File: config.mk
export PLATFORM = sky130hd
export DESIGN_NAME = ets_sequencer
export DESIGN_NICKNAME = d
export VERILOG_FILES = /design/src/hw/ets_pkg.sv /design/src/hw/ets_pixel_pacer.sv /design/src/hw/ets_sequencer.sv
export VERILOG_INCLUDE_DIRS = /design/src /design/src/hw
export SDC_FILE = /design/constraint.sdc
export NUM_CORES = 1
export LEC_CHECK = 0
export BUFFER_PORTS_ARGS = -buffer_cell sky130_fd_sc_hd__clkbuf_2
export CORE_MARGIN = 5
export CORE_UTILIZATION = 45
export DETAILED_ROUTE_END_ITERATION = 6
export GPL_ROUTABILITY_DRIVEN = 0
export PLACE_DENSITY = 0.64
export SLEW_MARGIN = 20
export SYNTH_ARGS = -nofsm -noshare
export SYNTH_HDL_FRONTEND = slang
export SYNTH_SLANG_ARGS = --single-unit
File: constraint.sdc
create_clock -name ref_clk -period 2.7 [get_ports ref_clk]
set_input_delay 0.54 -clock ref_clk [delete_from_list [all_inputs] [get_ports ref_clk]]
set_output_delay 0.54 -clock ref_clk [all_outputs]
set_load 0.02 [all_outputs]
File: src/hw/ets_defines.svh
// Offsets, field positions, reset values and timing counts for the acquisition sequencer
`ifndef ETS_DEFINES_SVH
`define ETS_DEFINES_SVH
// Register word offsets on the plain register port
`define ETS_ADDR_CTRL 4'h0
`define ETS_ADDR_EXPOSE 4'h1
`define ETS_ADDR_COMP 4'h2
`define ETS_ADDR_GEOM 4'h3
`define ETS_ADDR_STATUS 4'h4
// Control field positions
`define ETS_CTRL_START_BIT 0
`define ETS_CTRL_STOP_BIT 1
`define ETS_CTRL_EDGE_BIT 2
`define ETS_CTRL_MODE_LSB 4
`define ETS_CTRL_SHUT_LSB 8
`define ETS_CTRL_RATE_LSB 12
`define ETS_CTRL_VARIANT_BIT 16
// Reset values
`define ETS_EXPOSE_RST 32'h0000_03e8
`define ETS_COMP_RST 32'h0000_0064
`define ETS_GEOM_RST 32'h0004_0006
// Clock rate and conversion rates in kHz
`define ETS_CLK_KHZ 100000
`define ETS_RATE_50K_KHZ 50
`define ETS_RATE_100K_KHZ 100
`define ETS_RATE_250K_KHZ 250
`define ETS_RATE_500K_KHZ 500
`define ETS_RATE_1M_KHZ 1000
`define ETS_RATE_2M_KHZ 2000
// Cycles for one row shift
`define ETS_ROW_SHIFT_CYC 16'h0020
// Full-scale code and baseline offset added before conversion
`define ETS_FULL_SCALE 16'hffff
`define ETS_BASELINE 16'h0040
`endif

File: src/hw/ets_pkg.sv
// Types shared by the acquisition sequencer
package ets_pkg;
  // Timing mode selection
  typedef enum logic [1:0] {
    ETS_MODE_FREE = 2'h0,
    ETS_MODE_SYNC = 2'h1,
    ETS_MODE_SYNC_CC = 2'h2
  } ets_mode_type;
  // Shutter option selection
  typedef enum logic [1:0] {
    ETS_SHUT_NORMAL = 2'h0,
    ETS_SHUT_OPEN_EARLY = 2'h1,
    ETS_SHUT_HELD_OPEN = 2'h2,
    ETS_SHUT_HELD_CLOSED = 2'h3
  } ets_shut_type;
  // Settings latched at acquisition start
  typedef struct packed {
    ets_mode_type mode;
    ets_shut_type shut;
    logic [2:0] rate;
    logic edge_rise;
    logic multi_rate;
  } ets_cfg_type;
  // Converted sample out to the data path
  typedef struct packed {
    logic valid;
    logic [15:0] code;
  } ets_sample_type;
endpackage : ets_pkg

File: src/hw/ets_pixel_pacer.sv
// Conversion pacer: one strobe per pixel at the selected conversion rate
`timescale 1ns/1ns
`default_nettype none
`include "ets_defines.svh"
module ets_pixel_pacer
  import ets_pkg::*;
(
  input wire logic ref_clk,
  input wire logic rst_n,
  input wire logic run,
  input wire logic [2:0] rate,
  input wire logic multi_rate,
  output logic tick
);
  // Divider count per rate; single-converter variant only honours codes 0 and 1
  function automatic logic [11:0] div_of(input logic [2:0] r, input logic m);
    logic [2:0] sel;
    sel = m ? r : {2'h0, r[0]};
    unique case (sel)
      3'h0: div_of = 12'(`ETS_CLK_KHZ / `ETS_RATE_100K_KHZ - 1);
      3'h1: div_of = 12'(`ETS_CLK_KHZ / `ETS_RATE_1M_KHZ - 1);
      3'h2: div_of = 12'(`ETS_CLK_KHZ / `ETS_RATE_50K_KHZ - 1);
      3'h3: div_of = 12'(`ETS_CLK_KHZ / `ETS_RATE_250K_KHZ - 1);
      3'h4: div_of = 12'(`ETS_CLK_KHZ / `ETS_RATE_500K_KHZ - 1);
      default: div_of = 12'(`ETS_CLK_KHZ / `ETS_RATE_2M_KHZ - 1);
    endcase
  endfunction : div_of
  logic [11:0] cnt_ff; // Cycles left in this pixel
  logic [11:0] nxt_cnt;
  logic tick_ff;
  logic nxt_tick;
  // Next-count logic
  always_comb begin
    nxt_cnt = cnt_ff;
    nxt_tick = 1'b0;
    if (!run) begin
      nxt_cnt = div_of(rate, multi_rate);
    end else if (cnt_ff == 12'h000) begin
      nxt_cnt = div_of(rate, multi_rate);
      nxt_tick = 1'b1;
    end else begin
      nxt_cnt = cnt_ff - 12'h001;
    end
  end
  // Registers
  always_ff @(posedge ref_clk or negedge rst_n) begin
    if (!rst_n) begin
      cnt_ff <= 12'h000;
      tick_ff <= 1'b0;
    end else begin
      cnt_ff <= nxt_cnt;
      tick_ff <= nxt_tick;
    end
  end
  assign tick = tick_ff;
endmodule : ets_pixel_pacer
`default_nettype wire

File: src/hw/ets_sequencer.sv
// Acquisition sequencer: shutter, exposure, compensation, cleans and readout
`timescale 1ns/1ns
`default_nettype none
`include "ets_defines.svh"
module ets_sequencer
  import ets_pkg::*;
(
  input wire logic ref_clk,
  input wire logic rst_n,
  input wire logic [3:0] reg_addr,
  input wire logic [31:0] reg_wdata,
  input wire logic reg_wr,
  input wire logic reg_rd,
  output logic [31:0] reg_rdata,
  input wire logic ext_sync,
  input wire logic [15:0] pix_analog,
  output logic shutter_open,
  output logic not_scan,
  output logic cleaning,
  output logic [15:0] sample_code,
  output logic sample_valid
);
  // One-hot sequencer states
  typedef enum logic [6:0] {
    ETS_ST_IDLE = 7'h01,
    ETS_ST_WAIT = 7'h02,
    ETS_ST_CLEAN_END = 7'h04,
    ETS_ST_EXPOSE = 7'h08,
    ETS_ST_COMP = 7'h10,
    ETS_ST_READ = 7'h20,
    ETS_ST_STOPPING = 7'h40
  } ets_state_type;

  // Settings and state
  ets_cfg_type cfg_ff, nxt_cfg; // Settings; latched copy steers the run
  logic [31:0] expose_ff, nxt_expose; // Exposure in cycles
  logic [31:0] comp_ff, nxt_comp; // Shutter compensation in cycles
  logic [31:0] geom_ff, nxt_geom; // [31:16] rows, [15:0] samples per row
  ets_state_type st_ff, nxt_st;
  logic [31:0] tcnt_ff, nxt_tcnt; // Interval counter
  logic [15:0] pix_ff, nxt_pix; // Samples left in row
  logic [15:0] row_ff, nxt_row; // Rows left
  logic [15:0] shift_ff, nxt_shift; // Clean row shift counter
  logic pend_ff, nxt_pend; // Sync edge held during a row shift
  logic stop_ff, nxt_stop; // Stop requested
  logic [1:0] sync_sy_ff; // Pin synchroniser
  logic sync_d_ff; // Previous synchronised level
  logic shut_ff, nxt_shut;
  logic nscan_ff, nxt_nscan;
  logic clean_ff, nxt_clean;
  logic [31:0] rdata_ff, nxt_rdata;
  ets_sample_type smp_ff, nxt_smp;
  logic tick;
  logic edge_seen;
  logic cfg_legal;
  logic early;

  // Pin synchroniser; only the second stage is read
  always_ff @(posedge ref_clk or negedge rst_n) begin
    if (!rst_n) begin
      sync_sy_ff <= 2'h0;
      sync_d_ff <= 1'b0;
    end else begin
      sync_sy_ff <= {sync_sy_ff[0], ext_sync};
      sync_d_ff <= sync_sy_ff[1];
    end
  end
  // Selected trigger edge
  assign edge_seen = cfg_ff.edge_rise ? (sync_sy_ff[1] & ~sync_d_ff)
                                      : (~sync_sy_ff[1] & sync_d_ff);

  // legal mode check on the written settings
  // Judged on the raw write data, since the settings path remaps mode 3 to free run
  // Early open in free run stays legal; it is turned into a normal shutter below
  assign cfg_legal = (reg_wdata[`ETS_CTRL_MODE_LSB +: 2] != 2'h3);
  // early open only meaningful with sync modes
  assign early = (cfg_ff.shut == ETS_SHUT_OPEN_EARLY) && (cfg_ff.mode != ETS_MODE_FREE);

  // Conversion pacer runs only during readout
  ets_pixel_pacer u_pacer (
    .ref_clk(ref_clk),
    .rst_n(rst_n),
    .run(st_ff == ETS_ST_READ),
    .rate(cfg_ff.rate),
    .multi_rate(cfg_ff.multi_rate),
    .tick(tick)
  );

  // Shutter level for an active phase, honouring held settings
  function automatic logic shut_level(input ets_shut_type s, input logic want);
    unique case (s)
      ETS_SHUT_HELD_OPEN: shut_level = 1'b1;
      ETS_SHUT_HELD_CLOSED: shut_level = 1'b0;
      default: shut_level = want;
    endcase
  endfunction : shut_level

  // Register port, settings and sequencing
  always_comb begin
    nxt_cfg = cfg_ff;
    nxt_expose = expose_ff;
    nxt_comp = comp_ff;
    nxt_geom = geom_ff;
    nxt_st = st_ff;
    nxt_tcnt = tcnt_ff;
    nxt_pix = pix_ff;
    nxt_row = row_ff;
    nxt_shift = shift_ff;
    nxt_pend = pend_ff;
    nxt_stop = stop_ff;
    nxt_rdata = 32'h0000_0000;
    nxt_smp = '{valid: 1'b0, code: smp_ff.code};
    // Reads answer the cycle after the strobe; unmapped reads zero
    if (reg_rd) begin
      unique case (reg_addr)
        `ETS_ADDR_CTRL: nxt_rdata = {15'h0000, cfg_ff.multi_rate, 1'b0, cfg_ff.rate,
                                     2'h0, cfg_ff.shut, 2'h0, cfg_ff.mode,
                                     1'b0, cfg_ff.edge_rise, 2'h0};
        `ETS_ADDR_EXPOSE: nxt_rdata = expose_ff;
        `ETS_ADDR_COMP: nxt_rdata = comp_ff;
        `ETS_ADDR_GEOM: nxt_rdata = geom_ff;
        `ETS_ADDR_STATUS: nxt_rdata = {25'h0000000, st_ff};
        default: nxt_rdata = 32'h0000_0000;
      endcase
    end
    if (reg_wr && st_ff == ETS_ST_IDLE) begin
      unique case (reg_addr)
        `ETS_ADDR_CTRL: begin
          nxt_cfg.mode = ets_mode_type'(reg_wdata[`ETS_CTRL_MODE_LSB +: 2]);
          nxt_cfg.shut = ets_shut_type'(reg_wdata[`ETS_CTRL_SHUT_LSB +: 2]);
          nxt_cfg.rate = reg_wdata[`ETS_CTRL_RATE_LSB +: 3];
          nxt_cfg.edge_rise = reg_wdata[`ETS_CTRL_EDGE_BIT];
          nxt_cfg.multi_rate = reg_wdata[`ETS_CTRL_VARIANT_BIT];
          // early open in free run becomes normal
          if (nxt_cfg.mode == ETS_MODE_FREE && nxt_cfg.shut == ETS_SHUT_OPEN_EARLY) begin
            nxt_cfg.shut = ETS_SHUT_NORMAL;
          end
          if (nxt_cfg.mode == 2'h3) begin
            nxt_cfg.mode = ETS_MODE_FREE;
          end
          if (reg_wdata[`ETS_CTRL_START_BIT] && cfg_legal) begin
            nxt_st = (nxt_cfg.mode == ETS_MODE_FREE) ? ETS_ST_EXPOSE : ETS_ST_WAIT;
            nxt_tcnt = expose_ff;
            nxt_stop = 1'b0;
            nxt_pend = 1'b0;
            nxt_shift = `ETS_ROW_SHIFT_CYC;
          end
        end
        `ETS_ADDR_EXPOSE: nxt_expose = reg_wdata;
        `ETS_ADDR_COMP: nxt_comp = reg_wdata;
        `ETS_ADDR_GEOM: nxt_geom = reg_wdata;
        default: ;
      endcase
    end else if (reg_wr && reg_addr == `ETS_ADDR_CTRL && reg_wdata[`ETS_CTRL_STOP_BIT]) begin
      nxt_stop = 1'b1; // Finish the current frame, then idle
    end
    unique case (st_ff)
      ETS_ST_IDLE: ;
      ETS_ST_WAIT: begin
        if (cfg_ff.mode == ETS_MODE_SYNC_CC) begin
          // row shift completes before frame starts
          nxt_shift = (shift_ff == 16'h0000) ? `ETS_ROW_SHIFT_CYC : shift_ff - 16'h0001;
          if (edge_seen) nxt_pend = 1'b1;
          if ((edge_seen || pend_ff) && shift_ff == 16'h0000) begin
            nxt_st = ETS_ST_EXPOSE;
            nxt_pend = 1'b0;
          end
        end else if (edge_seen) begin
          nxt_st = ETS_ST_EXPOSE;
        end
        nxt_tcnt = expose_ff;
      end
      ETS_ST_EXPOSE: begin
        nxt_tcnt = tcnt_ff - 32'h0000_0001;
        if (tcnt_ff <= 32'h0000_0001) begin
          nxt_st = ETS_ST_COMP;
          nxt_tcnt = (cfg_ff.shut[1]) ? 32'h0000_0000 : comp_ff;
        end
      end
      ETS_ST_COMP: begin
        nxt_tcnt = tcnt_ff - 32'h0000_0001;
        if (tcnt_ff <= 32'h0000_0001) begin
          nxt_st = ETS_ST_READ;
          nxt_row = geom_ff[31:16];
          nxt_pix = geom_ff[15:0];
        end
      end
      ETS_ST_READ: begin
        if (tick) begin
          nxt_smp.valid = 1'b1;
          nxt_smp.code = (pix_analog > (`ETS_FULL_SCALE - `ETS_BASELINE))
                         ? `ETS_FULL_SCALE : pix_analog + `ETS_BASELINE;
          if (pix_ff <= 16'h0001) begin
            nxt_pix = geom_ff[15:0];
            nxt_row = row_ff - 16'h0001;
            if (row_ff <= 16'h0001) begin
              nxt_st = stop_ff ? ETS_ST_STOPPING
                     : (cfg_ff.mode == ETS_MODE_FREE) ? ETS_ST_EXPOSE : ETS_ST_WAIT;
              nxt_tcnt = expose_ff;
              nxt_shift = `ETS_ROW_SHIFT_CYC;
            end
          end else begin
            nxt_pix = pix_ff - 16'h0001;
          end
        end
      end
      ETS_ST_STOPPING: nxt_st = ETS_ST_IDLE;
      default: nxt_st = ETS_ST_IDLE;
    endcase
  end

  // Output levels, computed from the next state so outputs are registered
  always_comb begin
    nxt_nscan = (nxt_st != ETS_ST_READ);
    // Next settings, so the start cycle already shows the new mode and option
    nxt_clean = (nxt_st == ETS_ST_WAIT) && (nxt_cfg.mode == ETS_MODE_SYNC_CC);
    // early open while waiting for sync
    nxt_shut = shut_level(nxt_cfg.shut, (nxt_st == ETS_ST_EXPOSE) ||
                          ((nxt_st == ETS_ST_WAIT) && (nxt_cfg.shut == ETS_SHUT_OPEN_EARLY)
                           && (nxt_cfg.mode != ETS_MODE_FREE)));
    if (nxt_st == ETS_ST_IDLE && !nxt_cfg.shut[1]) nxt_shut = 1'b0;
  end

  // All sequencer registers except the pin synchroniser
  always_ff @(posedge ref_clk or negedge rst_n) begin
    if (!rst_n) begin
      cfg_ff <= '{mode: ETS_MODE_FREE, shut: ETS_SHUT_NORMAL, rate: 3'h0,
                  edge_rise: 1'b0, multi_rate: 1'b0};
      expose_ff <= `ETS_EXPOSE_RST;
      comp_ff <= `ETS_COMP_RST;
      geom_ff <= `ETS_GEOM_RST;
      st_ff <= ETS_ST_IDLE;
      tcnt_ff <= 32'h0000_0000;
      pix_ff <= 16'h0000;
      row_ff <= 16'h0000;
      shift_ff <= 16'h0000;
      pend_ff <= 1'b0;
      stop_ff <= 1'b0;
      shut_ff <= 1'b0;
      nscan_ff <= 1'b1;
      clean_ff <= 1'b0;
      rdata_ff <= 32'h0000_0000;
      smp_ff <= '{valid: 1'b0, code: 16'h0000};
    end else begin
      cfg_ff <= nxt_cfg;
      expose_ff <= nxt_expose;
      comp_ff <= nxt_comp;
      geom_ff <= nxt_geom;
      st_ff <= nxt_st;
      tcnt_ff <= nxt_tcnt;
      pix_ff <= nxt_pix;
      row_ff <= nxt_row;
      shift_ff <= nxt_shift;
      pend_ff <= nxt_pend;
      stop_ff <= nxt_stop;
      shut_ff <= nxt_shut;
      nscan_ff <= nxt_nscan;
      clean_ff <= nxt_clean;
      rdata_ff <= nxt_rdata;
      smp_ff <= nxt_smp;
    end
  end

  assign reg_rdata = rdata_ff;
  assign shutter_open = shut_ff;
  assign not_scan = nscan_ff;
  assign cleaning = clean_ff;
  assign sample_code = smp_ff.code;
  assign sample_valid = smp_ff.valid;

  // Checks
  AST_NSCAN: assert property (@(posedge ref_clk) disable iff (!rst_n)
    (st_ff == ETS_ST_READ) |-> !not_scan) else $error("not_scan high in readout");
  AST_SHUT_READ: assert property (@(posedge ref_clk) disable iff (!rst_n)
    (st_ff == ETS_ST_READ && !cfg_ff.shut[1]) |-> !shutter_open)
    else $error("shutter open during readout");
  AST_HELD: assert property (@(posedge ref_clk) disable iff (!rst_n)
    (st_ff != ETS_ST_IDLE && cfg_ff.shut == ETS_SHUT_HELD_CLOSED) |-> !shutter_open)
    else $error("held-closed shutter moved");
  AST_FREE_EARLY: assert property (@(posedge ref_clk) disable iff (!rst_n)
    (cfg_ff.mode == ETS_MODE_FREE) |-> (cfg_ff.shut != ETS_SHUT_OPEN_EARLY))
    else $error("early open kept in free run");
  AST_EARLY_WAIT: assert property (@(posedge ref_clk) disable iff (!rst_n)
    (st_ff == ETS_ST_WAIT && early) |-> shutter_open) else $error("early shutter closed");
  AST_SMP_READ: assert property (@(posedge ref_clk) disable iff (!rst_n)
    sample_valid |-> $past(st_ff) == ETS_ST_READ) else $error("sample outside readout");
  AST_BASELINE: assert property (@(posedge ref_clk) disable iff (!rst_n)
    sample_valid |-> sample_code >= `ETS_BASELINE) else $error("sample below baseline");
  AST_CC_ROW: assert property (@(posedge ref_clk) disable iff (!rst_n)
    (st_ff == ETS_ST_WAIT && nxt_st == ETS_ST_EXPOSE && cfg_ff.mode == ETS_MODE_SYNC_CC)
    |-> shift_ff == 16'h0000) else $error("clean stopped mid-row");
  AST_FREE_NOWAIT: assert property (@(posedge ref_clk) disable iff (!rst_n)
    (cfg_ff.mode == ETS_MODE_FREE) |-> st_ff != ETS_ST_WAIT) else $error("free run waits");
  COV_FRAME: cover property (@(posedge ref_clk) disable iff (!rst_n)
    st_ff == ETS_ST_COMP ##1 st_ff == ETS_ST_READ);
  COV_CC: cover property (@(posedge ref_clk) disable iff (!rst_n)
    cleaning && edge_seen);
  COV_EARLY: cover property (@(posedge ref_clk) disable iff (!rst_n)
    st_ff == ETS_ST_WAIT && early);
endmodule : ets_sequencer
`default_nettype wire

**Word-level counts from Yosys, hierarchy flattened**

Index checks and enable logic that the tools add are counted.

- Add/subtract/negate cells: 6
- $lt $le $gt $ge: 4
- Eq/ne operators: 30
- Multiplexer cells: 72
- Bitwise logic cells: 4
- Reductions and logical operators: 31

Operator list:

| operator | count |
|---|---|
| two-way mux 32 bit | 9 |
| two-way mux 16 bit | 15 |
| one-hot mux 32 bit (5 select lines) | 1 |
| one-hot mux 32 bit (4 select lines) | 1 |
| one-hot mux 16 bit (2 select lines) | 3 |
| two-way mux 7 bit | 12 |
| one-hot mux 11 bit (5 select lines) | 1 |
| subtractor 16 x 1 -> 16 bit (second input constant) | 3 |
| one-hot mux 7 bit (5 select lines) | 1 |
| two-way mux 17 bit | 2 |
| <= comparator 16 x 1 -> 1 bit (second input constant) | 2 |
| <= comparator 32 x 1 -> 1 bit (second input constant) | 1 |
| subtractor 32 x 1 -> 32 bit (second input constant) | 1 |
| two-way mux 12 bit | 2 |
| two-way mux 9 bit | 2 |
| adder 16 x 7 -> 16 bit (second input constant) | 1 |
| greater-than comparator 16 bit (second input constant) | 1 |
| zero test 16 bit | 1 |
| two-way mux 1 bit | 15 |
| == test 7 x 1 -> 1 bit (second input constant) | 2 |
| == test 7 x 2 -> 1 bit (second input constant) | 2 |
| == test 7 x 4 -> 1 bit (second input constant) | 2 |
| zero test 12 bit | 1 |
| subtractor 12 x 1 -> 12 bit (second input constant) | 1 |
| 29 further kinds | 65 |

- Register bits after elaboration: 262
- Output and inout bits: 52
- Word-level logic and storage cells: 172

**Logic depth before layout (Yosys ltp)**

Gate-level depths: netlist (run 1).

- Word-level depth: 19
- Mapped depth: 13
- Gate-level depth less buffers: 9

**By module**

Synthesis (run 1) repeated with hierarchy kept, for this count alone.

- Cells, all modules: 1230
- Area, all modules: 12922.4 um2

Modules (own cells, without submodules):

| module | times used | cells an instance | area each (um2) | seq. area each (um2) |
|---|---|---|---|---|
| ets_sequencer | 1 | 1148 | 12114.1 | 6248.5 |
| ets_pixel_pacer | 1 | 82 | 808.3 | 325.3 |

**Worst setup path after synthesis (run 1)**

No wires, ideal clock.

- Path kind: register -> register
- Start: register shift_ff[0]
- End: register shut_ff (netlist: shutter_open)
- Data arrival time: 2368 ps
- Data required time: 2576 ps
- Setup slack: 208 ps
- Cell stages (with the launch flop): 10
- Period minus slack after synthesis: 2492 ps
- Cell sequence: dfrtp_1 -> inv_1 -> ha_1 -> nor4b_2 -> nand3_1 -> o31ai_2 -> o21ai_2 -> o31ai_1 -> a211oi_1 -> a211o_1

- Word-level cells in the longest chain between the ends: 11
- Elaborated cells on any way between the ends: 14
- Classes of those cells: 3 x eq/ne; 5 x mux; 6 x reduce/logical

RTL lines:

| element | line | RTL |
|---|---|---|
| start, declared | ets_sequencer.sv:43 | `logic [15:0] shift_ff, nxt_shift;` |
| start signal, assigned | ets_sequencer.sv:253 | `shift_ff <= nxt_shift;` |
| zero test 16 bit * | ets_sequencer.sv:164 | `if ((edge_seen \|\| pend_ff) && shift_ff == 16'h0000) begin` |
| logical AND 1 bit * | ets_sequencer.sv:164 |  |
| two-way mux 7 bit * | ets_sequencer.sv:164 |  |
| two-way mux 7 bit * | ets_sequencer.sv:160 | `if (cfg_ff.mode == ETS_MODE_SYNC_CC) begin` |
| one-hot mux 7 bit (5 select lines) * | ets_sequencer.sv:157 | `unique case (st_ff)` |
| == test 7 x 2 -> 1 bit | ets_sequencer.sv:219 | `((nxt_st == ETS_ST_WAIT) && (nxt_cfg.shut == ETS_SHUT_OPEN_EARLY)` |
| logical AND 1 bit | ets_sequencer.sv:219 |  |
| logical AND 1 bit | ets_sequencer.sv:220 | `&& (nxt_cfg.mode != ETS_MODE_FREE)));` |
| logical OR 1 bit | ets_sequencer.sv:218 | `nxt_shut = shut_level(nxt_cfg.shut, (nxt_st == ETS_ST_EXPOSE) \|\|` |
| one-hot mux 1 bit (2 select lines) | ets_sequencer.sv:91 | `unique case (s)` |
| two-way mux 1 bit * | ets_sequencer.sv:221 | `if (nxt_st == ETS_ST_IDLE && !nxt_cfg.shut[1]) nxt_shut = 1'b0;` |
| named net nxt_shut | ets_sequencer.sv:48 | `logic shut_ff, nxt_shut;` |
| end signal, assigned | ets_sequencer.sv:256 | `shut_ff <= nxt_shut;` |
| end, declared | ets_sequencer.sv:48 |  |

Mark *: on every way through the listed nets, which the timed path passes. The rest lies on a longest branch.
A chain may end at the register's enable or synchronous reset.

**Final worst setup path (run 1)**

- Start: register tcnt_ff[17]
- End: register shut_ff (netlist: shutter_open)

- Word-level cells in the longest chain between the ends: 9
- Elaborated cells on any way between the ends: 13
- Classes of those cells: 1 x order compare; 3 x eq/ne; 5 x mux; 4 x reduce/logical

RTL lines:

| element | line | RTL |
|---|---|---|
| start, declared | ets_sequencer.sv:40 | `logic [31:0] tcnt_ff, nxt_tcnt;` |
| start signal, assigned | ets_sequencer.sv:250 | `tcnt_ff <= nxt_tcnt;` |
| <= comparator 32 x 1 -> 1 bit * | ets_sequencer.sv:175, ets_sequencer.sv:182 |  |
| two-way mux 7 bit (on tied branches) | ets_sequencer.sv:182, ets_sequencer.sv:175 |  |
| one-hot mux 7 bit (5 select lines) * | ets_sequencer.sv:157 |  |
| named net nxt_st[3] | ets_sequencer.sv:39 | `ets_state_type st_ff, nxt_st;` |
| == test 7 x 2 -> 1 bit | ets_sequencer.sv:219 |  |
| logical AND 1 bit | ets_sequencer.sv:219 |  |
| logical AND 1 bit | ets_sequencer.sv:220 |  |
| logical OR 1 bit | ets_sequencer.sv:218 |  |
| one-hot mux 1 bit (2 select lines) | ets_sequencer.sv:91 |  |
| two-way mux 1 bit * | ets_sequencer.sv:221 |  |
| named net nxt_shut | ets_sequencer.sv:48 |  |

Marked as above.

==> flow_results.xml, run 1 <==
<?xml version="1.0" encoding="UTF-8"?>
<metrics>
  <group name="sta">
    <metric name="whs" unit="ns">0.0983</metric>
    <metric name="totalNegativeSetupSlack" unit="ns">0</metric>
    <metric name="period_share" unit="%">95.0</metric>
    <metric name="final_period_minus_worst_setup_slack" unit="ns">2.57</metric>
    <metric name="rsz0062_at_grt" unit="">false</metric>
    <metric name="number_of_setup_violations_in_the_final_report" unit="">0</metric>
    <metric name="worst_clock_skew" unit="ns">0.0275</metric>
    <metric name="worst_slew_pin_slew" unit="ns">0.747</metric>
    <metric name="slew-limit-headroom" unit="%">50.1</metric>
    <metric name="fmax" unit="GHz">0.390</metric>
    <metric name="final_hold_viol_count" unit="">0</metric>
    <metric name="final-max-slew-violation-count" unit="">0</metric>
  </group>
  <group name="clock_tree">
    <metric name="clock_path_buffers" unit="">3</metric>
    <metric name="cts_inserted_buffers" unit="">29</metric>
    <metric name="cts.clk_slew.worst_paths" unit="ns">0.06</metric>
    <metric name="sinks_on_clock_net" unit="">262</metric>
    <metric name="cts.repair_timing.setup_buffer_count" unit="">0</metric>
    <metric name="cts_max_level" unit="">1</metric>
    <metric name="clk_root_buffer_cell" unit="">clkbuf_16</metric>
    <metric name="clk_latency" unit="ns">0.57</metric>
    <metric name="clock_tree_from_tritoncts" unit="">done</metric>
  </group>
  <group name="synthesis">
    <metric name="synth.area.top_cells" unit="">dfrtp_1 47%, mux2_2 10%, nor2_1 4.3%</metric>
    <metric name="synth_flop_cell" unit="">dfrtp_1</metric>
    <metric name="synth-seq-cells" unit="">262</metric>
    <metric name="syn_area_per_cell" unit="um2">10.2</metric>
    <metric name="share_of_flip_flops_with_an_asynchronous_set_or_reset" unit="%">100</metric>
    <metric name="synthSimpleGateAreaFrac" unit="%">17.0</metric>
    <metric name="yosysSeqAreaShare" unit="%">49.7</metric>
    <metric name="synth.lib_cells_used.distinct" unit="">83</metric>
    <metric name="synth_xor_area_share" unit="%">1.39</metric>
    <metric name="post-synth-top-area-fraction" unit="%">46.9</metric>
    <metric name="synth-compound-area-share" unit="%">16.0</metric>
    <metric name="post_synth_fa_ha_maj_area_fraction" unit="%">1.42</metric>
    <metric name="synth_enable_flop_cells" unit="">0</metric>
    <metric name="yosys_top_cell_by_area" unit="">dfrtp_1</metric>
    <metric name="yosys-mux-area-fraction" unit="%">11.3</metric>
    <metric name="netlist_instances" unit="">1297</metric>
    <metric name="combinational_family_with_the_most_area_after_synthesis" unit="">simple AND/OR/NAND/NOR gates</metric>
    <metric name="yosys_warnings" unit="">0</metric>
    <metric name="mappedNetlistNets" unit="">1369</metric>
    <metric name="post_synth_instance_area" unit="um2">13200</metric>
  </group>
  <group name="worst_setup_path">
    <metric name="worst-endpoint-required" unit="ns">3.14</metric>
    <metric name="critical_path.startpoint_type" unit="">flip-flop</metric>
    <metric name="regToRegSetupSlack" unit="ns">0.13</metric>
    <metric name="worstSetupEndpointType" unit="">flip-flop</metric>
    <metric name="arrival_time_worst_endpoint" unit="ns">3.00</metric>
    <metric name="cp_max_fo" unit="">6</metric>
    <metric name="timing_worst_setup_path_type" unit="">flip-flop to flip-flop</metric>
  </group>
  <group name="global_routing">
    <metric name="global_route_wire_length_before_repair" unit="um">57800</metric>
    <metric name="antenna_found_initial" unit="">0</metric>
    <metric name="grt_max_degree" unit="">75</metric>
    <metric name="first_global_vias" unit="">10377</metric>
    <metric name="grtUsageTotal" unit="%">21.3</metric>
    <metric name="grt_remaining_overflow" unit="">0</metric>
  </group>
  <group name="finish">
    <metric name="ff_latch_area" unit="um2">6570</metric>
    <metric name="areaGrowthSynthToFinish" unit="%">18.3</metric>
    <metric name="final_layout_size_suffix_gt1_share" unit="%">27.6</metric>
    <metric name="design_area" unit="um2">15700</metric>
    <metric name="num-nets-final" unit="">1504</metric>
    <metric name="multi_input_comb_area" unit="um2">6280</metric>
    <metric name="fillers" unit="">2606</metric>
    <metric name="n_antenna_cell" unit="">0</metric>
  </group>
  <group name="placement">
    <metric name="dp.final_hpwl" unit="um">25200</metric>
    <metric name="portBuffers" unit="">108</metric>
    <metric name="placed_cell_area" unit="um2">14600</metric>
  </group>
  <group name="drt">
    <metric name="vias" unit="">10738</metric>
    <metric name="detail_route.drc_violations" unit="">0</metric>
    <metric name="route.antenna.remaining_nets" unit="">0</metric>
    <metric name="vias_per_cell" unit="">5.84</metric>
    <metric name="wirelength" unit="um">35600</metric>
    <metric name="first_pass_iters" unit="">5</metric>
    <metric name="average_routed_wire_per_standard_cell" unit="um">19.4</metric>
    <metric name="drt_iter0_markers" unit="">855</metric>
  </group>
  <group name="floorplanning">
    <metric name="design.portCount" unit="">109</metric>
    <metric name="die_height" unit="um">182</metric>
    <metric name="core-area" unit="um2">28900</metric>
    <metric name="dieWidth" unit="um">182</metric>
    <metric name="start_util" unit="%">45.9</metric>
    <metric name="placementRows" unit="">62</metric>
    <metric name="floorplan_die_area" unit="um2">32900</metric>
  </group>
  <group name="power_and_ir_drop">
    <metric name="leakage_power_summed_over_all_cells" unit="nW">6.93</metric>
    <metric name="pwr_density_cell" unit="nW/um2">645</metric>
    <metric name="ir_worst_vdd" unit="uV">499</metric>
  </group>
  <group name="min_path">
    <metric name="hold_path.class" unit="">input port to flip-flop</metric>
  </group>
  <group name="run">
    <metric name="maxCapViolations" unit="">0</metric>
  </group>
  <group name="run_status">
    <metric name="run_status" unit="">completed</metric>
  </group>
</metrics>
-- worst paths after layout --
check | from | end | cells past startpoint
hold / removal | ext_sync | sync_sy_ff[0] | 1
hold reg to reg | sync_sy_ff[0] | sync_sy_ff[1] | 0
max in group asynchronous | rst_n | expose_ff[7] | 3
setup reg to reg | tcnt_ff[17] | shutter_open | 7
setup / recovery | tcnt_ff[17] | shutter_open | 7
min in group asynchronous | rst_n | sample_code[5] | 2
-- cells by family after synthesis --
| family | after synthesis |
|---|---|
| buffers and inverters | 98 |
| other | 1 |
| multiplexers | 127 |
| flip-flops | 262 |
| AO/OA/AOI/OAI | 334 |
| adder cells (fa/ha/maj) | 15 |
| XOR/XNOR | 21 |
| AND/OR/NAND/NOR | 439 |
-- final cells by class --
class | instances | share of cell area, %
Clock buffer | 38 | 5.23
Timing Repair Buffer | 174 | 7.73
Tap cell | 384 | 3.07
Inverter | 28 | 0.671
Clock inverter | 16 | 1.21
Sequential cell | 262 | 42.0
Multi-Input combinational cell | 937 | 40.1
-- worst max-delay path: stages, from the launching register on --
cell and delay, ns:
dfrtp_1 0.43, or4_4 0.58, nor4_4 0.30, and3_2 0.28, nor2_2 0.06, o32ai_1 0.32, nand3_1 0.17, a211o_1 0.29
-- Yosys cell counts, types with 6 or more instances --
cell	count
a31oi_1	7
nor4_1	10
nor3_1	30
a222oi_1	8
o21ai_0	90
and3_1	16
nand4_1	10
ha_1	15
xor2_1	10
buf_2	15
a22oi_1	48
dfrtp_1	248
nor2_1	150
clkbuf_1	42
nand3_1	48
nor2b_1	6
nand3b_1	7
nand2b_1	14
a21oi_1	95
mux4_2	6
dfstp_2	14
o31ai_1	7
o21ai_1	8
xnor2_1	11
nand2_1	84
or3_1	8
and2_1	8
o211ai_1	13
mux2_2	118
or4_1	9
inv_1	28
-- power breakdown --
part | internal [W] | switching (W)
Combinational | 0.000565 | 0.000515
Clock | 0.00244 | 0.00168
Sequential | 0.00440 | 0.000494
-- stage by stage --
step	std cells	util (%)	worst slack (ns)	power, W
floorplan	1297	-	0.208	0.00549
global placement	1784	50.6	0.0752	0.00600
detailed placement	1784	50.6	-0.0285	0.00603
CTS	1839	54.2	0.0135	0.0102
global route	1839	54.3	0.00311	0.0105
finish	1839	54.3	0.134	0.0101
-- routing by layer --
| layer | wire, um | vias up | global-route usage (%) | part of all wire, % |
|---|---|---|---|---|
| met5 | 0 | - | 0 | 0 |
| met2 | 16300 | 334 | 33.0 | 46 |
| met4 | 803 | 0 | 5.25 | 2.3 |
| met3 | 2290 | 53 | 4.18 | 6.4 |
| li1 | - | 5030 | - | - |
| met1 | 16200 | 5321 | 30.9 | 46 |
-- cells in the final DEF (no fill, tap or decap), types with 14 or more instances in the layout --
master and count:
ha_1 15, clkbuf_2 107, and3_1 14, clkbuf_16 29, a21oi_1 94, nand3_1 45
o21ai_0 90, a22oi_1 48, nand2b_1 14, dfrtp_1 248, mux2_2 118, nor2_1 149
dfstp_2 14, nand2_1 84, inv_1 28, buf_4 52, nor3_1 30
-- timing repair --
item,4_1_cts,5_1_grt
endpoints found under the setup margin,3,47
hold buffers,1,0
resized for setup,1,7
endpoints found under the hold margin,63,0
-- flip-flops by register name, indices dropped and copies added, names as in the netlist, 7 cells and up --
name / cells
cfg_ff: 9
comp_ff: 32
expose_ff: 32
geom_ff: 32
pix_ff: 16
reg_rdata: 32
row_ff: 16
sample_code: 16
shift_ff: 16
st_ff: 7
tcnt_ff: 32
u_pacer.cnt_ff: 12
(Power assumes the default switching activity.)
==> run 2, diff against run 1 <==
- SYNTH_HIERARCHICAL: not set -> 1
==> run 2 against run 1 <==
The run now ends with setup timing left. Register-to-register slack worse by 0.26 ns. Final cell count down 0.82%. Sequential power about the same. Critical endpoint is now tcnt_ff[16].
==> flow_results.xml, run 2 <==
<?xml version="1.0" encoding="UTF-8"?>
<metrics>
  <group name="synthesis">
    <metric name="yosysMostFrequentCell" unit="">dfrtp_1</metric>
    <metric name="synth.area.top_cells" unit="">dfrtp_1 48%, mux2_2 10%, a21oi_1 4.0%</metric>
    <metric name="post_synth_instance_area" unit="um2">12900</metric>
    <metric name="netlist_instances" unit="">1230</metric>
    <metric name="yosysSeqAreaShare" unit="%">50.9</metric>
    <metric name="yosys_warnings" unit="">6</metric>
    <metric name="synth_common_cells" unit="">248 x dfrtp_1, 118 x mux2_2, 104 x a21oi_1</metric>
    <metric name="syn_area_per_cell" unit="um2">10.5</metric>
    <metric name="synth-seq-cells" unit="">262</metric>
    <metric name="share_of_flip_flops_with_an_asynchronous_set_or_reset" unit="%">100</metric>
    <metric name="post-synth-top-area-fraction" unit="%">48.0</metric>
    <metric name="mappedNetlistNets" unit="">1302</metric>
    <metric name="yosys_top_cell_by_area" unit="">dfrtp_1</metric>
    <metric name="synth.lib_cells_used.distinct" unit="">79</metric>
    <metric name="synth_flop_cell" unit="">dfrtp_1</metric>
    <metric name="synth_enable_flop_cells" unit="">0</metric>
  </group>
  <group name="sta">
    <metric name="final_period_minus_worst_setup_slack" unit="ns">2.82</metric>
    <metric name="totalNegativeSetupSlack" unit="ns">-2.84</metric>
    <metric name="fmax" unit="GHz">0.354</metric>
    <metric name="number_of_setup_violations_in_the_final_report" unit="">61</metric>
    <metric name="rsz0062_at_grt" unit="">true</metric>
    <metric name="worst_clock_skew" unit="ns">0.0101</metric>
    <metric name="final-max-slew-violation-count" unit="">0</metric>
    <metric name="whs" unit="ns">0.0940</metric>
    <metric name="period_share" unit="%">105</metric>
    <metric name="layout_setup_ws" unit="ns">-0.125</metric>
    <metric name="slew-limit-headroom" unit="%">48.0</metric>
    <metric name="final_hold_viol_count" unit="">0</metric>
    <metric name="worst_slew_pin_slew" unit="ns">0.770</metric>
  </group>
  <group name="drt">
    <metric name="first_pass_iters" unit="">5</metric>
    <metric name="drt_iter0_markers" unit="">1048</metric>
    <metric name="dr.max_layer_used" unit="">met5</metric>
    <metric name="wl_met2" unit="um">17200</metric>
    <metric name="vias" unit="">10620</metric>
    <metric name="route.antenna.remaining_nets" unit="">0</metric>
    <metric name="met3WireLength" unit="um">2000</metric>
    <metric name="wirelength" unit="um">36300</metric>
    <metric name="wirelength_met1" unit="um">16000</metric>
    <metric name="average_routed_wire_per_standard_cell" unit="um">19.9</metric>
    <metric name="detail_route.drc_violations" unit="">0</metric>
    <metric name="vias_per_cell" unit="">5.82</metric>
  </group>
  <group name="placement">
    <metric name="place_worst_setup_slack" unit="ns">-0.00943</metric>
    <metric name="dp.final_hpwl" unit="um">24500</metric>
    <metric name="portBuffers" unit="">108</metric>
  </group>
  <group name="worst_setup_path">
    <metric name="worst-endpoint-required" unit="ns">3.18</metric>
    <metric name="timing_worst_setup_path_type" unit="">flip-flop to flip-flop</metric>
    <metric name="cp_max_fo" unit="">7</metric>
    <metric name="critPathLaunch" unit="">tcnt_ff[21]</metric>
    <metric name="timing.rr.start" unit="">tcnt_ff[21]</metric>
    <metric name="arrival_time_worst_endpoint" unit="ns">3.30</metric>
    <metric name="critical_path.startpoint_type" unit="">flip-flop</metric>
    <metric name="worstSetupEndpointType" unit="">flip-flop</metric>
  </group>
  <group name="clock_tree">
    <metric name="clk_root_buffer_cell" unit="">clkbuf_16</metric>
    <metric name="cts_inserted_buffers" unit="">30</metric>
    <metric name="sinks_on_clock_net" unit="">262</metric>
    <metric name="clock_tree_from_tritoncts" unit="">done</metric>
    <metric name="clock_path_buffers" unit="">3</metric>
    <metric name="cts.clk_slew.worst_paths" unit="ns">0.06</metric>
    <metric name="cts_max_level" unit="">1</metric>
    <metric name="clk_latency" unit="ns">0.55</metric>
  </group>
  <group name="global_routing">
    <metric name="first_global_vias" unit="">10495</metric>
    <metric name="grt_remaining_overflow" unit="">0</metric>
    <metric name="antenna_found_initial" unit="">1</metric>
    <metric name="global_route_wire_length_before_repair" unit="um">57800</metric>
    <metric name="grt_max_degree" unit="">78</metric>
    <metric name="grtUsageTotal" unit="%">21.5</metric>
  </group>
  <group name="floorplanning">
    <metric name="placementRows" unit="">62</metric>
    <metric name="floorplan_die_area" unit="um2">32200</metric>
    <metric name="start_util" unit="%">45.3</metric>
    <metric name="design.portCount" unit="">109</metric>
    <metric name="core-area" unit="um2">28500</metric>
    <metric name="die_height" unit="um">179</metric>
    <metric name="dieWidth" unit="um">179</metric>
  </group>
  <group name="finish">
    <metric name="areaGrowthSynthToFinish" unit="%">24.9</metric>
    <metric name="ff_latch_area" unit="um2">6570</metric>
    <metric name="num-nets-final" unit="">1488</metric>
    <metric name="mostFrequentLayoutCell" unit="">dfrtp_1</metric>
    <metric name="final_core_utilization" unit="%">56.5</metric>
    <metric name="fillers" unit="">2491</metric>
    <metric name="final_layout_size_suffix_gt1_share" unit="%">33.4</metric>
    <metric name="mostFrequentLayoutCells" unit="">248 x dfrtp_1, 118 x mux2_2, 107 x clkbuf_2</metric>
    <metric name="multi_input_comb_area" unit="um2">6290</metric>
    <metric name="n_antenna_cell" unit="">0</metric>
  </group>
  <group name="run_status">
    <metric name="failed_checks" unit="">setup timing</metric>
    <metric name="run_status" unit="">finished, violations left</metric>
  </group>
  <group name="run">
    <metric name="maxCapViolations" unit="">0</metric>
  </group>
  <group name="min_path">
    <metric name="min-delay-start" unit="">ext_sync</metric>
    <metric name="hold_path.class" unit="">input port to flip-flop</metric>
  </group>
  <group name="power_and_ir_drop">
    <metric name="fin_total_pwr" unit="W">0.0105</metric>
    <metric name="pwr_density_cell" unit="nW/um2">649</metric>
    <metric name="leakage_power_summed_over_all_cells" unit="nW">7.24</metric>
    <metric name="ir_worst_vdd" unit="uV">482</metric>
  </group>
</metrics>
## run 2: changes by cell type in the layout (fill, tap and decap cells not counted), sizes merged, moves of 7 or more
cell,delta
nor2,-60
buf,+35
a22o,+22
xnor2,+18
nand3,-12
a22oi,-10
a21oi,+9
clkbuf,+9
nor4,+9
o21ai,+8
a222oi,-7
## run 2: cell families (layout without fill, tap and decap cells)
logic type	after synthesis	count (layout)	share of synthesized area, %
compound gates	340	340	16.2
xor+xnor	38	38	2.58
fa+ha+maj	16	16	1.53
buf+inv	87	297	2.81
flops	262	262	50.9
mux	127	127	11.5
other cells	1	1	0.0290
simple gates	359	359	14.6
## run 2: final timing paths
| check | slack, ns | cells past startpoint | end |
|---|---|---|---|
| setup / recovery | -0.12 | 10 | tcnt_ff[16] |
| setup reg to reg | -0.12 | 10 | tcnt_ff[16] |
| min in group asynchronous | 0.58 | 2 | shift_ff[15] |
| hold / removal | 0.09 | 1 | sync_sy_ff[0] |
| max in group asynchronous | 1.28 | 3 | expose_ff[7] |
| hold reg to reg | 0.37 | 0 | sync_sy_ff[1] |
## run 2: stage by stage
stage                     cell area, um2  std cells
after global placement             14600       1755
after global routing               16100       1824
after CTS                          15600       1812
after detailed placement           14600       1755
final                              16100       1824
after floorplan                    12900       1230
## run 2: metal layers
metal,vias up,global-route usage [%]
li1,4901,-
met1,5310,30.1
met2,335,34.6
met3,72,3.80
met4,2,6.46
met5,-,0
## run 2: critical path, stage by stage (launching register included)
cell and delay [ns]:
dfrtp_1 0.38, or4_4 0.54, or4_4 0.60, nor3_2 0.14
nand2_1 0.12, nor4_4 0.27, buf_6 0.21, clkbuf_16 0.18
a22o_1 0.18, a21oi_1 0.06, o21ai_1 0.07
## run 2: where the power goes
part	switching [W]	total, W	leakage, nW	internal, W
clock network	0.00164	0.00435	0.537	0.00271
logic	0.000595	0.00123	3.35	0.000638
registers	0.000488	0.00489	3.35	0.00440
## run 2: layout make-up
cell class	count	share of cell area (%)
clock inverter	15	1.33
sequential	262	40.7
clock buffer	41	5.35
inverter	26	0.605
tap	384	2.98
multi-input combinational	881	39.0
timing repair buffer	215	10.0
## run 2: what timing repair did
action	in CTS	in global routing
endpoints found under the hold margin	30	0
gates resized for setup	2	92
setup buffers	0	6
cloned	0	6
hold buffers	1	0
pin swaps	0	27
endpoints found under the setup margin	3	65
==> run 3, diff against run 2 <==
- ABC_CLOCK_PERIOD_IN_PS: not set -> 2700
- CORE_MARGIN: 5 -> not set
- CTS_BUF_LIST: not set -> sky130_fd_sc_hd__clkbuf_4 sky130_fd_sc_hd__clkbuf_8
==> run 3 against run 2 <==
The flow still finishes with violations (setup timing). Total power shrank 4.6%. Cell area fell by 2.2%. First-iteration DRC count decreased by 26%. Sequential cell count is the same. Register-to-register slack better by 0.04 ns. Combinational power hardly changed. Hold slack better by 0.018 ns. Clock skew increased by 0.0087 ns. Worst setup slack gained 0.037 ns. Critical path type unchanged. Largest cell class unchanged.
==> flow_results.xml, run 3 (synthesized netlist as in run 2, its figures left out) <==
<?xml version="1.0" encoding="UTF-8"?>
<metrics>
  <group name="placement">
    <metric name="dp.final_hpwl" unit="um">24000</metric>
    <metric name="portBuffers" unit="">108</metric>
    <metric name="place_inst" unit="">1745</metric>
    <metric name="place_worst_setup_slack" unit="ns">-0.0398</metric>
  </group>
  <group name="drt">
    <metric name="vias_per_cell" unit="">5.76</metric>
    <metric name="wirelength" unit="um">35400</metric>
    <metric name="vias" unit="">10615</metric>
    <metric name="detail_route.drc_violations" unit="">0</metric>
    <metric name="average_routed_wire_per_standard_cell" unit="um">19.2</metric>
    <metric name="route.antenna.remaining_nets" unit="">0</metric>
    <metric name="drt_iter0_markers" unit="">776</metric>
    <metric name="first_pass_iters" unit="">5</metric>
  </group>
  <group name="sta">
    <metric name="totalNegativeSetupSlack" unit="ns">-0.614</metric>
    <metric name="final_hold_viol_count" unit="">0</metric>
    <metric name="number_of_setup_violations_in_the_final_report" unit="">24</metric>
    <metric name="final_period_minus_worst_setup_slack" unit="ns">2.79</metric>
    <metric name="fmax" unit="GHz">0.359</metric>
    <metric name="slew-limit-headroom" unit="%">42.3</metric>
    <metric name="layout_setup_ws" unit="ns">-0.0878</metric>
    <metric name="worst_slew_pin_slew" unit="ns">0.863</metric>
    <metric name="worst_clock_skew" unit="ns">0.0188</metric>
    <metric name="final-max-slew-violation-count" unit="">0</metric>
    <metric name="period_share" unit="%">103</metric>
    <metric name="rsz0062_at_grt" unit="">true</metric>
  </group>
  <group name="finish">
    <metric name="mostFrequentLayoutCells" unit="">248 x dfrtp_1, 118 x mux2_2, 107 x clkbuf_2</metric>
    <metric name="n_antenna_cell" unit="">0</metric>
    <metric name="final_layout_size_suffix_gt1_share" unit="%">32.3</metric>
    <metric name="final_core_utilization" unit="%">56.3</metric>
    <metric name="mostFrequentLayoutCell" unit="">dfrtp_1</metric>
    <metric name="final-instance-count-excl-fill" unit="">1843</metric>
    <metric name="num-nets-final" unit="">1502</metric>
    <metric name="areaGrowthSynthToFinish" unit="%">22.1</metric>
  </group>
  <group name="worst_setup_path">
    <metric name="cpMaxStageDelayCell" unit="">or4_4</metric>
    <metric name="timing.critical_path.cells" unit="">or4_4, or4_4, buf_4, nor3_4, nand2_2, nor4_4, buf_4, buf_6, a22o_1, a21oi_1, o21ai_1</metric>
    <metric name="timing.rr.start" unit="">tcnt_ff[23]</metric>
    <metric name="peak_per_stage_delay_on_the_critical_path" unit="ns">0.54</metric>
    <metric name="critPathLaunch" unit="">tcnt_ff[23]</metric>
    <metric name="worstSetupEndpointType" unit="">flip-flop</metric>
    <metric name="critical_path.startpoint_type" unit="">flip-flop</metric>
    <metric name="r2r.worst_path.cells" unit="">11</metric>
    <metric name="destination_of_the_worst_register_to_register_timing_path" unit="">tcnt_ff[14]</metric>
    <metric name="cp_max_fo" unit="">5</metric>
    <metric name="critPathCapture" unit="">tcnt_ff[14]</metric>
    <metric name="arrival_time_worst_endpoint" unit="ns">3.27</metric>
    <metric name="regToRegSetupSlack" unit="ns">-0.09</metric>
    <metric name="worst-endpoint-required" unit="ns">3.18</metric>
    <metric name="timing_worst_setup_path_type" unit="">flip-flop to flip-flop</metric>
  </group>
  <group name="floorplanning">
    <metric name="die_height" unit="um">171</metric>
    <metric name="start_util" unit="%">46.1</metric>
    <metric name="floorplan_die_area" unit="um2">29400</metric>
    <metric name="placementRows" unit="">61</metric>
    <metric name="dieWidth" unit="um">171</metric>
    <metric name="design.portCount" unit="">109</metric>
    <metric name="core-area" unit="um2">28000</metric>
  </group>
  <group name="clock_tree">
    <metric name="cts_max_level" unit="">2</metric>
    <metric name="clock_path_buffers" unit="">3</metric>
    <metric name="cts.clk_slew.worst_paths" unit="ns">0.06</metric>
    <metric name="clk_latency" unit="ns">0.56</metric>
    <metric name="cts_inserted_buffers" unit="">45</metric>
    <metric name="clock_tree_from_tritoncts" unit="">done</metric>
    <metric name="clk_root_buffer_cell" unit="">clkbuf_8</metric>
    <metric name="sinks_on_clock_net" unit="">262</metric>
  </group>
  <group name="global_routing">
    <metric name="antenna_found_initial" unit="">0</metric>
    <metric name="grtUsageTotal" unit="%">24.4</metric>
    <metric name="first_global_vias" unit="">10476</metric>
    <metric name="grt_remaining_overflow" unit="">0</metric>
    <metric name="grt_max_degree" unit="">76</metric>
    <metric name="global_route_wire_length_before_repair" unit="um">56100</metric>
  </group>
  <group name="power_and_ir_drop">
    <metric name="leakage_power_summed_over_all_cells" unit="nW">7.15</metric>
    <metric name="pwr_density_cell" unit="nW/um2">633</metric>
    <metric name="ir_worst_vdd" unit="uV">364</metric>
  </group>
  <group name="run">
    <metric name="maxCapViolations" unit="">0</metric>
  </group>
  <group name="run_status">
    <metric name="failed_checks" unit="">setup timing</metric>
    <metric name="run_status" unit="">finished, violations left</metric>
  </group>
  <group name="min_path">
    <metric name="hold_path.class" unit="">input port to flip-flop</metric>
  </group>
</metrics>
[run 3: cell type report]
class                      instances  area (um2)
clock buffer                      75         926
clock inverter                     7        63.8
fill                            2453       12200
inverter                          26        97.6
multi-input combinational        881        6130
sequential                       262        6570
tap                              378         473
timing repair buffer             214        1510
[run 3: through the flow]
step	hold slack (ns)	instance area (um2)	total power (W)
after global routing	0.0912	15800	0.0105
after detailed placement	0.340	14500	0.00614
after floorplan	0.244	12900	0.00557
after global placement	0.356	14500	0.00609
after CTS	0.0900	15600	0.0101
final	0.112	15800	0.00999
[run 3: worst min-delay path by stage]
stage               cells after the start          start  slack [ns]       endpoint
floorplan                               0          rst_n        0.24      cfg_ff[0]
global placement                        0  sync_sy_ff[0]        0.36  sync_sy_ff[1]
detailed placement                      0  sync_sy_ff[0]        0.34  sync_sy_ff[1]
CTS                                     1       ext_sync        0.09  sync_sy_ff[0]
global route                            1       ext_sync        0.09  sync_sy_ff[0]
finish                                  1       ext_sync        0.11  sync_sy_ff[0]
[run 3: worst max-delay path, delay by kind of cell, from the launching register on]
kind | cells | cell delay (ns)
simple gates | 5 | 1.48
buf+inv | 3 | 0.53
flops | 1 | 0.38
compound gates | 3 | 0.31
[run 3: where the power goes]
group / internal [W] / switching [W] / total [W] / leakage (nW)
combinational: 0.000634 / 0.000583 / 0.00122 / 3.26
sequential: 0.00440 / 0.000485 / 0.00489 / 3.35
clock: 0.00226 / 0.00163 / 0.00389 / 0.533
total: 0.00729 / 0.00270 / 0.00999 / 7.15
[run 3: per-layer routing]
| layer | track usage [%] | wire length [um] | vias to the layer above | share of wire (%) |
|---|---|---|---|---|
| li1 | - | - | 4941 | - |
| met1 | 33.3 | 16100 | 5234 | 45 |
| met2 | 39.1 | 16200 | 368 | 46 |
| met3 | 4.23 | 2040 | 72 | 5.8 |
| met4 | 8.77 | 1050 | 0 | 3.0 |
| met5 | 0 | 0 | - | 0 |
[run 3: repair_timing]
item	in CTS	in global routing
hold buffers	1	0
endpoints found under the setup margin	7	78
pin swaps	2	8
gates cloned	1	5
endpoints found under the hold margin	28	0
resized for setup	7	30
setup buffers	4	6
